==> config.mk <==
export PLATFORM = sky130hd
export DESIGN_NAME = atatf_regs
export DESIGN_NICKNAME = d
export VERILOG_FILES = /design/src/logic/atatf_pkg.sv /design/src/logic/atatf_regs.sv /design/src/logic/atatf_sync2.sv
export SDC_FILE = /design/constraint.sdc
export NUM_CORES = 1
export LEC_CHECK = 0
export BUFFER_PORTS_ARGS = -buffer_cell sky130_fd_sc_hd__buf_2
export CAP_MARGIN = 20
export CORE_UTILIZATION = 39
export CTS_CLUSTER_SIZE = 30
export DETAILED_ROUTE_END_ITERATION = 8
export PLACE_DENSITY_LB_ADDON = 0.25
export SYNTH_ARGS = -nofsm -noshare
export SYNTH_HDL_FRONTEND = slang
export SYNTH_HIERARCHICAL = 1
export SYNTH_SLANG_ARGS = --single-unit
export TNS_END_PERCENT = 1
==> constraint.sdc <==
create_clock -name i_clock -period 5.02 [get_ports i_clock]
set_input_delay 0.753 -clock i_clock [delete_from_list [all_inputs] [get_ports i_clock]]
set_output_delay 0.753 -clock i_clock [all_outputs]
set_load 0.05 [all_outputs]
==> src/logic/atatf_pkg.sv <==
`default_nettype none
package atatf_pkg;
    // ------------------------------------------------------------
    // Register addresses {block, da[2:0]}; block 1 = command, 0 = control
    // ------------------------------------------------------------
    localparam logic [3:0] ADDR_DATA      = 4'h8;
    localparam logic [3:0] ADDR_ERR_FEAT  = 4'h9;
    localparam logic [3:0] ADDR_SECT_CNT  = 4'hA;
    localparam logic [3:0] ADDR_SECT_NUM  = 4'hB;
    localparam logic [3:0] ADDR_CYL_LOW   = 4'hC;
    localparam logic [3:0] ADDR_CYL_HIGH  = 4'hD;
    localparam logic [3:0] ADDR_DEV_HEAD  = 4'hE;
    localparam logic [3:0] ADDR_STAT_CMD  = 4'hF;
    localparam logic [3:0] ADDR_ALT_CTRL  = 4'h6;
    localparam logic [3:0] ADDR_DRV_ADDR  = 4'h7;
    // ------------------------------------------------------------
    // Field positions
    // ------------------------------------------------------------
    localparam int CTRL_SRST  = 2;
    localparam int CTRL_NIEN  = 1;
    localparam int DH_LBA     = 6;
    localparam int DH_DEV     = 4;
    localparam int ST_BSY     = 7;
    localparam int ST_DRDY    = 6;
    localparam int ST_DF      = 5;
    localparam int ST_DSC     = 4;
    localparam int ST_DRQ     = 3;
    localparam int ST_IDX     = 1;
    localparam int ST_ERR     = 0;
    // ------------------------------------------------------------
    // Reset values and masks
    // ------------------------------------------------------------
    localparam logic [7:0] RST_SECT_CNT   = 8'h01;
    localparam logic [7:0] RST_SECT_NUM   = 8'h01;
    localparam logic [7:0] RST_CYL        = 8'h00;
    localparam logic [7:0] RST_DEV_HEAD   = 8'hA0;
    localparam logic [7:0] DH_FIXED_ONES  = 8'hA0;
    localparam logic [7:0] ERR_MASK       = 8'hD7;
    localparam logic [7:0] DIAG_NO_ERROR  = 8'h01;
    // ------------------------------------------------------------
    // Timing
    // ------------------------------------------------------------
    localparam int CLK_PERIOD_PS   = 5000;
    localparam int SRST_MIN_NS     = 5000;
    localparam int SRST_MIN_CYCLES = (SRST_MIN_NS * 1000 + CLK_PERIOD_PS - 1) / CLK_PERIOD_PS;
endpackage
`default_nettype wire

==> src/logic/atatf_regs.sv <==
// Notes on behaviour
// Cylinder high holds cylinder upper byte or LBA 23:16; reloaded at command end.
// Cylinder low holds cylinder lower byte or LBA 15:8; reloaded at command end.
// Data port is 16 bits wide, 8 bits for ECC bytes, PIO only.
// Data port reads are meaningful only while DRQ is set.
// Control bit 2 holds the device in soft reset; host keeps it 5 us.
// Control bit 1 low enables interrupts, only while this device is selected.
// Drive address: bit 7 undriven, bit 6 low writing, inverted head, low selects.
// Device/head bit 6 picks CHS or LBA; bits 7 and 5 read as one.
// Device/head bit 4 picks device 0 or device 1.
// Device/head bits 3:0 hold head or LBA 27:24; reloaded at completion.
// Error bits: CRC, uncorrectable, ID not found, abort, track 0, mark; 5,3 zero.
// Error holds diagnostic code after reset or diagnostic, else error status.
// Sector count gives sectors to move; zero means 256.
// At completion sector count is zero on success, else sectors remaining.
// Sector number holds start sector or LBA 7:0; reloaded at command end.
// Reading status acknowledges and clears the pending interrupt.
// While busy every register read returns status; host stays away.
// DRDY low at power-up until ready, and from an error until status read.
// Device fault sets on write fault and clears on status read.
// Seek complete clears before seek, sets when settled, holds after error, set standby.
// Status bit 4 is service after queued DMA commands, else seek complete.
// ERR sets on errored command end, clears when next command arrives.
// Alternate status mirrors status without acknowledging the interrupt.
// Command write starts execution at once; parameters loaded beforehand.
`timescale 1ns/100ps
`default_nettype none
module atatf_regs #(
    parameter bit DEVICE_ID   = 1'b0,
    parameter int SRST_CYCLES = atatf_pkg::SRST_MIN_CYCLES
) (
    input  wire logic        i_clock,
    input  wire logic        i_rstn,
    // Host pins
    input  wire logic        i_cs0_n,
    input  wire logic        i_cs1_n,
    input  wire logic [2:0]  i_da,
    input  wire logic        i_dior_n,
    input  wire logic        i_diow_n,
    input  wire logic [15:0] i_dd,
    output logic      [15:0] o_dd,
    output logic      [15:0] o_dd_oe,
    output logic             o_intrq,
    // Device core side
    output logic             o_cmd_strobe,
    output logic      [7:0]  o_cmd_code,
    output logic      [7:0]  o_features,
    output logic      [7:0]  o_sect_cnt,
    output logic      [8:0]  o_sect_total,
    output logic      [7:0]  o_sect_num,
    output logic      [7:0]  o_cyl_low,
    output logic      [7:0]  o_cyl_high,
    output logic      [7:0]  o_dev_head,
    output logic             o_soft_reset,
    output logic             o_data_wr,
    output logic      [15:0] o_data_wr_word,
    output logic             o_data_rd,
    input  wire logic        i_byte_mode,
    input  wire logic [15:0] i_data_rd_word,
    input  wire logic        i_busy,
    input  wire logic        i_ready,
    input  wire logic        i_drq,
    input  wire logic        i_index,
    input  wire logic        i_seek_done,
    input  wire logic        i_seek_start,
    input  wire logic        i_standby,
    input  wire logic        i_write_fault,
    input  wire logic        i_service,
    input  wire logic        i_queued_mode,
    input  wire logic        i_writing,
    input  wire logic        i_done,
    input  wire logic        i_done_err,
    input  wire logic [7:0]  i_done_err_bits,
    input  wire logic [7:0]  i_done_sect_cnt,
    input  wire logic [7:0]  i_done_sect_num,
    input  wire logic [7:0]  i_done_cyl_low,
    input  wire logic [7:0]  i_done_cyl_high,
    input  wire logic [3:0]  i_done_head,
    input  wire logic        i_diag_done,
    input  wire logic [7:0]  i_diag_code,
    input  wire logic        i_irq_event
);
    if (SRST_CYCLES < 1) begin : g_srst_check
        $error("SRST_CYCLES must be at least 1");
    end

    // ------------------------------------------------------------
    // Pin synchronisers and strobe edges
    // ------------------------------------------------------------
    logic [6:0] pins_s;
    logic [15:0] dd_s;
    logic        rd_s_q;
    logic        wr_s_q;

    atatf_sync2 #(.WIDTH(7)) u_sync_ctl (
        .i_clock (i_clock),
        .i_rstn  (i_rstn),
        .i_async ({i_cs0_n, i_cs1_n, i_da, i_dior_n, i_diow_n}),
        .o_sync  (pins_s)
    );
    atatf_sync2 #(.WIDTH(16)) u_sync_dat (
        .i_clock (i_clock),
        .i_rstn  (i_rstn),
        .i_async (i_dd),
        .o_sync  (dd_s)
    );

    wire       cs0_s  = ~pins_s[6];
    wire       cs1_s  = ~pins_s[5];
    wire [2:0] da_s   = pins_s[4:2];
    wire       rd_s   = ~pins_s[1];
    wire       wr_s   = ~pins_s[0];
    wire       valid  = cs0_s ^ cs1_s;
    wire [3:0] addr   = {cs0_s, da_s};
    wire       rd_end = rd_s_q & ~rd_s & valid;
    wire       wr_end = wr_s_q & ~wr_s & valid;
    wire       reading = rd_s & valid;

    // ------------------------------------------------------------
    // Register storage
    // ------------------------------------------------------------
    logic [7:0] sect_cnt_q;
    logic [7:0] sect_num_q;
    logic [7:0] cyl_low_q;
    logic [7:0] cyl_high_q;
    logic [7:0] dev_head_q;
    logic [7:0] features_q;
    logic [7:0] cmd_q;
    logic [7:0] error_q;
    logic       nien_q;
    logic       srst_q;
    logic       drdy_err_q;
    logic       df_q;
    logic       dsc_q;
    logic       err_q;
    logic       irq_q;
    logic       cmd_stb_q;
    logic       data_wr_q;
    logic [15:0] data_wr_word_q;
    logic       data_rd_q;
    logic [15:0] dd_q;
    logic       dd_oe_q;

    wire wr_cmd_blk = wr_end & cs0_s;
    wire selected   = (dev_head_q[atatf_pkg::DH_DEV] == DEVICE_ID);
    wire rd_status  = rd_end & selected & (addr == atatf_pkg::ADDR_STAT_CMD);
    wire accept_wr  = wr_end & ~i_busy;
    wire soft_rst   = srst_q;

    // ------------------------------------------------------------
    // Status assembly
    // ------------------------------------------------------------
    wire bit4 = i_queued_mode ? i_service : dsc_q;
    wire [7:0] status_w = {i_busy,
                           i_ready & ~drdy_err_q,
                           df_q,
                           bit4,
                           i_drq,
                           1'b0,
                           i_index,
                           err_q};
    wire [7:0] drv_addr_w = {1'b0,
                             ~i_writing,
                             ~dev_head_q[3:0],
                             ~(selected & DEVICE_ID),
                             ~(selected & ~DEVICE_ID)};
    wire [15:0] data_out  = i_drq ? (i_byte_mode ? {8'h00, i_data_rd_word[7:0]}
                                                 : i_data_rd_word)
                                  : 16'h0000;

    logic [15:0] rd_mux;
    always_comb begin
        unique case (addr)
            atatf_pkg::ADDR_DATA:     rd_mux = data_out;
            atatf_pkg::ADDR_ERR_FEAT: rd_mux = {8'h00, error_q};
            atatf_pkg::ADDR_SECT_CNT: rd_mux = {8'h00, sect_cnt_q};
            atatf_pkg::ADDR_SECT_NUM: rd_mux = {8'h00, sect_num_q};
            atatf_pkg::ADDR_CYL_LOW:  rd_mux = {8'h00, cyl_low_q};
            atatf_pkg::ADDR_CYL_HIGH: rd_mux = {8'h00, cyl_high_q};
            atatf_pkg::ADDR_DEV_HEAD: rd_mux = {8'h00, dev_head_q};
            atatf_pkg::ADDR_STAT_CMD: rd_mux = {8'h00, status_w};
            atatf_pkg::ADDR_ALT_CTRL: rd_mux = {8'h00, status_w};
            atatf_pkg::ADDR_DRV_ADDR: rd_mux = {8'h00, drv_addr_w};
            default:                  rd_mux = 16'h0000;
        endcase
    end
    wire [15:0] rd_value = i_busy ? {8'h00, status_w} : rd_mux;
    wire drives = reading & selected & (addr != 4'h0) & (addr[3] | addr[2]) &
                  ((addr[3] | addr[1]));
    wire [15:0] oe_mask = (addr == atatf_pkg::ADDR_DATA && !i_busy) ? 16'hFFFF :
                          (addr == atatf_pkg::ADDR_DRV_ADDR) ? 16'h007F : 16'h00FF;

    // ------------------------------------------------------------
    // Host writes and completion loads
    // ------------------------------------------------------------
    always_ff @(posedge i_clock or negedge i_rstn) begin
        if (!i_rstn) begin
            sect_cnt_q <= atatf_pkg::RST_SECT_CNT;
            sect_num_q <= atatf_pkg::RST_SECT_NUM;
            cyl_low_q  <= atatf_pkg::RST_CYL;
            cyl_high_q <= atatf_pkg::RST_CYL;
            dev_head_q <= atatf_pkg::RST_DEV_HEAD;
            features_q <= 8'h00;
            cmd_q      <= 8'h00;
        end else if (soft_rst) begin
            sect_cnt_q <= atatf_pkg::RST_SECT_CNT;
            sect_num_q <= atatf_pkg::RST_SECT_NUM;
            cyl_low_q  <= atatf_pkg::RST_CYL;
            cyl_high_q <= atatf_pkg::RST_CYL;
            dev_head_q <= atatf_pkg::RST_DEV_HEAD;
        end else if (i_done) begin
            sect_cnt_q <= i_done_err ? i_done_sect_cnt : 8'h00;
            sect_num_q <= i_done_sect_num;
            cyl_low_q  <= i_done_cyl_low;
            cyl_high_q <= i_done_cyl_high;
            dev_head_q <= {dev_head_q[7:4], i_done_head};
        end else if (accept_wr && cs0_s) begin
            unique case (da_s)
                3'd1: features_q <= dd_s[7:0];
                3'd2: sect_cnt_q <= dd_s[7:0];
                3'd3: sect_num_q <= dd_s[7:0];
                3'd4: cyl_low_q  <= dd_s[7:0];
                3'd5: cyl_high_q <= dd_s[7:0];
                3'd6: dev_head_q <= dd_s[7:0] | atatf_pkg::DH_FIXED_ONES;
                3'd7: cmd_q      <= dd_s[7:0];
                default: ;
            endcase
        end
    end

    // ------------------------------------------------------------
    // Control register and soft reset
    // ------------------------------------------------------------
    always_ff @(posedge i_clock or negedge i_rstn) begin
        if (!i_rstn) begin
            nien_q <= 1'b0;
            srst_q <= 1'b0;
        end else if (wr_end && cs1_s && da_s == atatf_pkg::ADDR_ALT_CTRL[2:0]) begin
            nien_q <= dd_s[atatf_pkg::CTRL_NIEN];
            srst_q <= dd_s[atatf_pkg::CTRL_SRST];
        end
    end

    // ------------------------------------------------------------
    // Status flags, error register and interrupt
    // ------------------------------------------------------------
    wire cmd_write = accept_wr & cs0_s & (da_s == 3'd7) & selected;
    always_ff @(posedge i_clock or negedge i_rstn) begin
        if (!i_rstn) begin
            drdy_err_q <= 1'b0;
            df_q       <= 1'b0;
            dsc_q      <= 1'b1;
            err_q      <= 1'b0;
            irq_q      <= 1'b0;
            error_q    <= atatf_pkg::DIAG_NO_ERROR;
            cmd_stb_q  <= 1'b0;
        end else if (soft_rst) begin
            drdy_err_q <= 1'b0;
            df_q       <= 1'b0;
            dsc_q      <= 1'b1;
            err_q      <= 1'b0;
            irq_q      <= 1'b0;
            error_q    <= atatf_pkg::DIAG_NO_ERROR;
            cmd_stb_q  <= 1'b0;
        end else begin
            cmd_stb_q  <= cmd_write;
            drdy_err_q <= (i_done & i_done_err) | (drdy_err_q & ~rd_status);
            df_q       <= i_write_fault | (df_q & ~rd_status);
            if (i_standby || (i_seek_done && !drdy_err_q)) begin
                dsc_q <= 1'b1;
            end else if (i_seek_start && !drdy_err_q) begin
                dsc_q <= 1'b0;
            end
            if (i_done) begin
                err_q <= i_done_err;
            end else if (cmd_write) begin
                err_q <= 1'b0;
            end
            if (i_diag_done) begin
                error_q <= i_diag_code;
            end else if (i_done) begin
                error_q <= i_done_err_bits & atatf_pkg::ERR_MASK;
            end
            irq_q <= i_irq_event | (irq_q & ~rd_status);
        end
    end

    // ------------------------------------------------------------
    // Data port strobes and read drive
    // ------------------------------------------------------------
    always_ff @(posedge i_clock or negedge i_rstn) begin
        if (!i_rstn) begin
            rd_s_q         <= 1'b0;
            wr_s_q         <= 1'b0;
            data_wr_q      <= 1'b0;
            data_wr_word_q <= 16'h0000;
            data_rd_q      <= 1'b0;
            dd_q           <= 16'h0000;
            dd_oe_q        <= 1'b0;
        end else begin
            rd_s_q    <= rd_s;
            wr_s_q    <= wr_s;
            data_wr_q <= accept_wr & i_drq & (addr == atatf_pkg::ADDR_DATA);
            data_rd_q <= rd_end & ~i_busy & i_drq & (addr == atatf_pkg::ADDR_DATA);
            if (accept_wr && addr == atatf_pkg::ADDR_DATA) begin
                data_wr_word_q <= i_byte_mode ? {8'h00, dd_s[7:0]} : dd_s;
            end
            dd_q    <= rd_value;
            dd_oe_q <= drives & ~soft_rst;
        end
    end

    assign o_dd           = dd_q;
    assign o_dd_oe        = dd_oe_q ? oe_mask : 16'h0000;
    assign o_intrq        = irq_q & ~nien_q & selected;
    assign o_cmd_strobe   = cmd_stb_q;
    assign o_cmd_code     = cmd_q;
    assign o_features     = features_q;
    assign o_sect_cnt     = sect_cnt_q;
    assign o_sect_total   = (sect_cnt_q == 8'h00) ? 9'd256 : {1'b0, sect_cnt_q};
    assign o_sect_num     = sect_num_q;
    assign o_cyl_low      = cyl_low_q;
    assign o_cyl_high     = cyl_high_q;
    assign o_dev_head     = dev_head_q;
    assign o_soft_reset   = srst_q;
    assign o_data_wr      = data_wr_q;
    assign o_data_wr_word = data_wr_word_q;
    assign o_data_rd      = data_rd_q;

    // ------------------------------------------------------------
    // Checks
    // ------------------------------------------------------------
    a_status_ack_irq: assert property (@(posedge i_clock) disable iff (!i_rstn)
        rd_status && !soft_rst && !i_irq_event |=> !irq_q)
        else $error("interrupt not cleared by status read");
    a_alt_keeps_irq: assert property (@(posedge i_clock) disable iff (!i_rstn)
        rd_end && addr == atatf_pkg::ADDR_ALT_CTRL && irq_q && !soft_rst |=> irq_q)
        else $error("alternate status read cleared interrupt");
    a_intrq_gate: assert property (@(posedge i_clock) disable iff (!i_rstn)
        o_intrq |-> !nien_q && selected)
        else $error("interrupt driven while disabled");
    a_busy_status: assert property (@(posedge i_clock) disable iff (!i_rstn)
        i_busy |-> rd_value == {8'h00, status_w})
        else $error("busy read returned non-status");
    a_df_clear: assert property (@(posedge i_clock) disable iff (!i_rstn)
        df_q && rd_status && !i_write_fault |=> !df_q)
        else $error("fault not cleared on status read");
    a_count_done: assert property (@(posedge i_clock) disable iff (!i_rstn)
        i_done && !i_done_err && !soft_rst |=> sect_cnt_q == 8'h00)
        else $error("sector count not zero after success");
    a_err_next_cmd: assert property (@(posedge i_clock) disable iff (!i_rstn)
        cmd_write && !i_done && !soft_rst |=> !err_q)
        else $error("ERR not cleared by new command");
    a_dh_fixed: assert property (@(posedge i_clock) disable iff (!i_rstn)
        dev_head_q[7] && dev_head_q[5])
        else $error("device/head fixed bits not one");
    a_err_zero_bits: assert property (@(posedge i_clock) disable iff (!i_rstn)
        $rose(i_done) && !i_diag_done && !soft_rst |=> error_q[5] == 1'b0 && error_q[3] == 1'b0)
        else $error("error reserved bits set");
    a_drdy_err: assert property (@(posedge i_clock) disable iff (!i_rstn)
        i_done && i_done_err && !soft_rst |=> !status_w[atatf_pkg::ST_DRDY])
        else $error("DRDY not dropped on error");
endmodule
`default_nettype wire

==> src/logic/atatf_sync2.sv <==
`timescale 1ns/100ps
`default_nettype none
module atatf_sync2 #(
    parameter int WIDTH = 1
) (
    input  wire logic             i_clock,
    input  wire logic             i_rstn,
    input  wire logic [WIDTH-1:0] i_async,
    output logic      [WIDTH-1:0] o_sync
);
    logic [WIDTH-1:0] meta_q;

    always_ff @(posedge i_clock or negedge i_rstn) begin
        if (!i_rstn) begin
            meta_q <= '0;
            o_sync <= '0;
        end else begin
            meta_q <= i_async;
            o_sync <= meta_q;
        end
    end
endmodule
`default_nettype wire

==> results.toml <==
[power]
cellPowerDensity_nw_per_um2 = 417
peakVddDrop_uv = 239
finalPower_uw = 3480
power.leakage_uw = 0.00420

[yosys]
synth_compound_area_share_pct = 13.2
synth_mux_area_share_pct = 7.41
yosysTopAreaCell = "dfrtp_1"
async_flop_share_pct = 100
syn_area_um2 = 6550
synth_common_cells = "dfrtp_1, nand2_1, a21oi_1, nor2_1, mux2_2"
synth_nets = 714
ys_warn_count = 6
synthMostInstantiatedCell = "dfrtp_1"
synth_cell_types = 59
synth_area_leaders = "dfrtp_1, nand2_1, mux2_2"
netlist.area_leader.share_pct = 56.9
synth_cells = 605
ys_seq_area_share_pct = 58.9
synth_simple_gate_area_share_pct = 15.2
synth-edff-count = 0
synth_flop_cell = "dfrtp_1"
synth_top_family_by_area = "simple AND/OR/NAND/NOR gates"
yosys.area_share.adder_pct = 0
ys_ff_latch = 154
syn_avg_cell_area_um2 = 10.8
yosys.area_share.xor_xnor_pct = 0.267

[layout]
postLayoutCoreUtil_pct = 50.7
syn_to_final_growth_pct = 27.4
drive_above_1_share_pct = 37.2
n_antenna_cell = 0
finalInstanceArea_um2 = 8340
nFillCells = 1553
final_net_count = 907

[floorplanning]
core_um2 = 16500
die_w_um = 132
die_h_um = 132
ios = 227
rows = 47
dieArea_um2 = 17300
initial_core_util_pct = 39.8

[grt]
antenna_found_initial = 1
gr-total-overflow = 0
grt_max_degree = 108
track_usage_pct = 23.6
grt_pass1_vias = 5377
grt_first_pass_wirelength_um = 31100

[place]
hpwl_um = 14400
dp_slack_ns = 2.03
routabilityCongestion = 0.876
port_buffers = 224
placed_cell_area_um2 = 7710

[clock_tree]
cts-root-buf = "clkbuf_16"
cts_made_buffers = 17
path_clk_slew_ns = 0.07
ctsResizeCount = 0
cts.sinks = 154
clock_latency_ns = 0.42
cts_tree = "done"
hold_buffers = 0
post_cts_buffers = 0
ctsHtreeMaxLevel = 4
clockBufferDepth = 2

[setup_path]
path_cells = "buf_4 -> or4_1 -> nor2_1 -> and2_1 -> buf_2"
critical_path.top_delay_family = "simple AND/OR/NAND/NOR gates"
critPathMaxFanout = 28
crit_type = "register to output port"
cp.required_ns = 4.27
path_buf_inv = 2
cp.arrival_ns = 2.37
cp-end-kind = "output port"
crit_slowest_cell = "or4_1"
worst_path_largest_cell_delay_ns = 0.59
start_kind = "register"

[sta]
max_slew_margin_pct = 34.2
setup_slack_ns = 1.90
rsz0062_at_grt = "false"
clock_skew_ns = 0.0106
hold_viol_final = 0
worst_pin_slew_ns = 0.987
fmax_mhz = 320
setup_viol = 0
tns_ns = 0
period_share_pct = 62.2
period_needed_ns = 3.12
finalMaxSlewViolations = 0

[route]
wl_um = 19900
vias_per_cell = 5.22
wl_per_cell_um = 19.3
drtIter0Drc = 340
ant_nets = 0
drt_pass1_iterations = 5
remaining_drc_errors = 0
via_count = 5378

[min_path]
hold_path.class = "register to register"

[flow_run]
maxCapViolations = 0

[status]
status = "completed"
[routing by layer]
metal	up-vias	share of wire, %	GRT usage, %
li1	2496	-	-
met1	2655	44	32.6
met2	206	48	37.4
met3	21	6.3	5.52
met4	0	1.2	6.01
met5	-	0	0
[worst register-to-register path: cells and delay by family (launching register included)]
family          cells  cell delay (ns)
compound gates      2             0.49
buf+inv             1             0.23
flops               1             0.37
simple gates        3             1.11
[through the flow]
step                hold slack, ns  cells
finish                       0.349   1031
global route                 0.355   1031
CTS                          0.350   1031
detailed placement           0.335    999
global placement             0.332    999
floorplan                    0.331    605
[layout make-up]
class	instances	area, um2	share of cell area (%)
Multi-Input combinational cell	387	2370	28.4
Clock inverter	15	205	2.46
Tap cell	220	275	3.30
Timing Repair Buffer	232	1190	14.2
Clock buffer	17	425	5.10
Sequential cell	154	3860	46.3
Inverter	6	22.5	0.270
[path summary, 6_finish.rpt]
kind	start	slack [ns]	to	cells after the start
worst max-delay path	u_sync_ctl/o_sync[2]$_DFF_PN0_	1.90	o_dd_oe[11]	5
worst min-delay path	u_sync_dat/meta_q[6]$_DFF_PN0_	0.35	u_sync_dat/o_sync[6]$_DFF_PN0_	0
worst max register to register	u_sync_ctl/o_sync[2]$_DFF_PN0_	2.71	o_dd[0]$_DFF_PN0_	6
worst min register to register	u_sync_dat/meta_q[6]$_DFF_PN0_	0.35	u_sync_dat/o_sync[6]$_DFF_PN0_	0
max in group asynchronous	i_rstn	3.35	df_q$_DFF_PN0_	2
min in group asynchronous	i_rstn	0.46	o_dd[4]$_DFF_PN0_	1
[registers in the layout, indices dropped and copies added (netlist names), 16 cells and up]
| name | count |
|---|---|
| o_data_wr_word | 16 |
| o_dd | 16 |
| u_sync_dat/meta_q | 16 |
| u_sync_dat/o_sync | 16 |
[power by group]
group          total [uW]  switching (uW)  internal, uW  leakage (uW)
clock                1360             557           804      0.000302
combinational         686             504           182       0.00197
sequential           1430            91.4          1340       0.00192
[layout by cell type (no fill, tap or decap), drive strengths merged, types with 3 or more instances in the layout]
cell type / instances
mux2i: 17
nand3b: 13
a22oi: 12
dfstp: 5
nor3: 7
o21ai: 13
nand2b: 4
buf: 232
or4: 5
o31ai: 24
dfrtp: 149
inv: 14
nor2: 45
clkbuf: 17
nand2: 94
o31a: 3
nor2b: 12
a31oi: 4
mux2: 28
and2: 12
nor4: 3
a21oi: 46
nand3: 3
bufinv: 3
[kinds of logic (layout without fill, tap and decap cells)]
| family | count (synthesis) | in the layout |
|---|---|---|
| flops | 154 | 154 |
| buf+inv | 64 | 270 |
| xor+xnor | 2 | 2 |
| mux | 45 | 45 |
| simple gates | 210 | 210 |
| compound gates | 130 | 130 |
No activity file was read; power rests on OpenSTA's default activity.
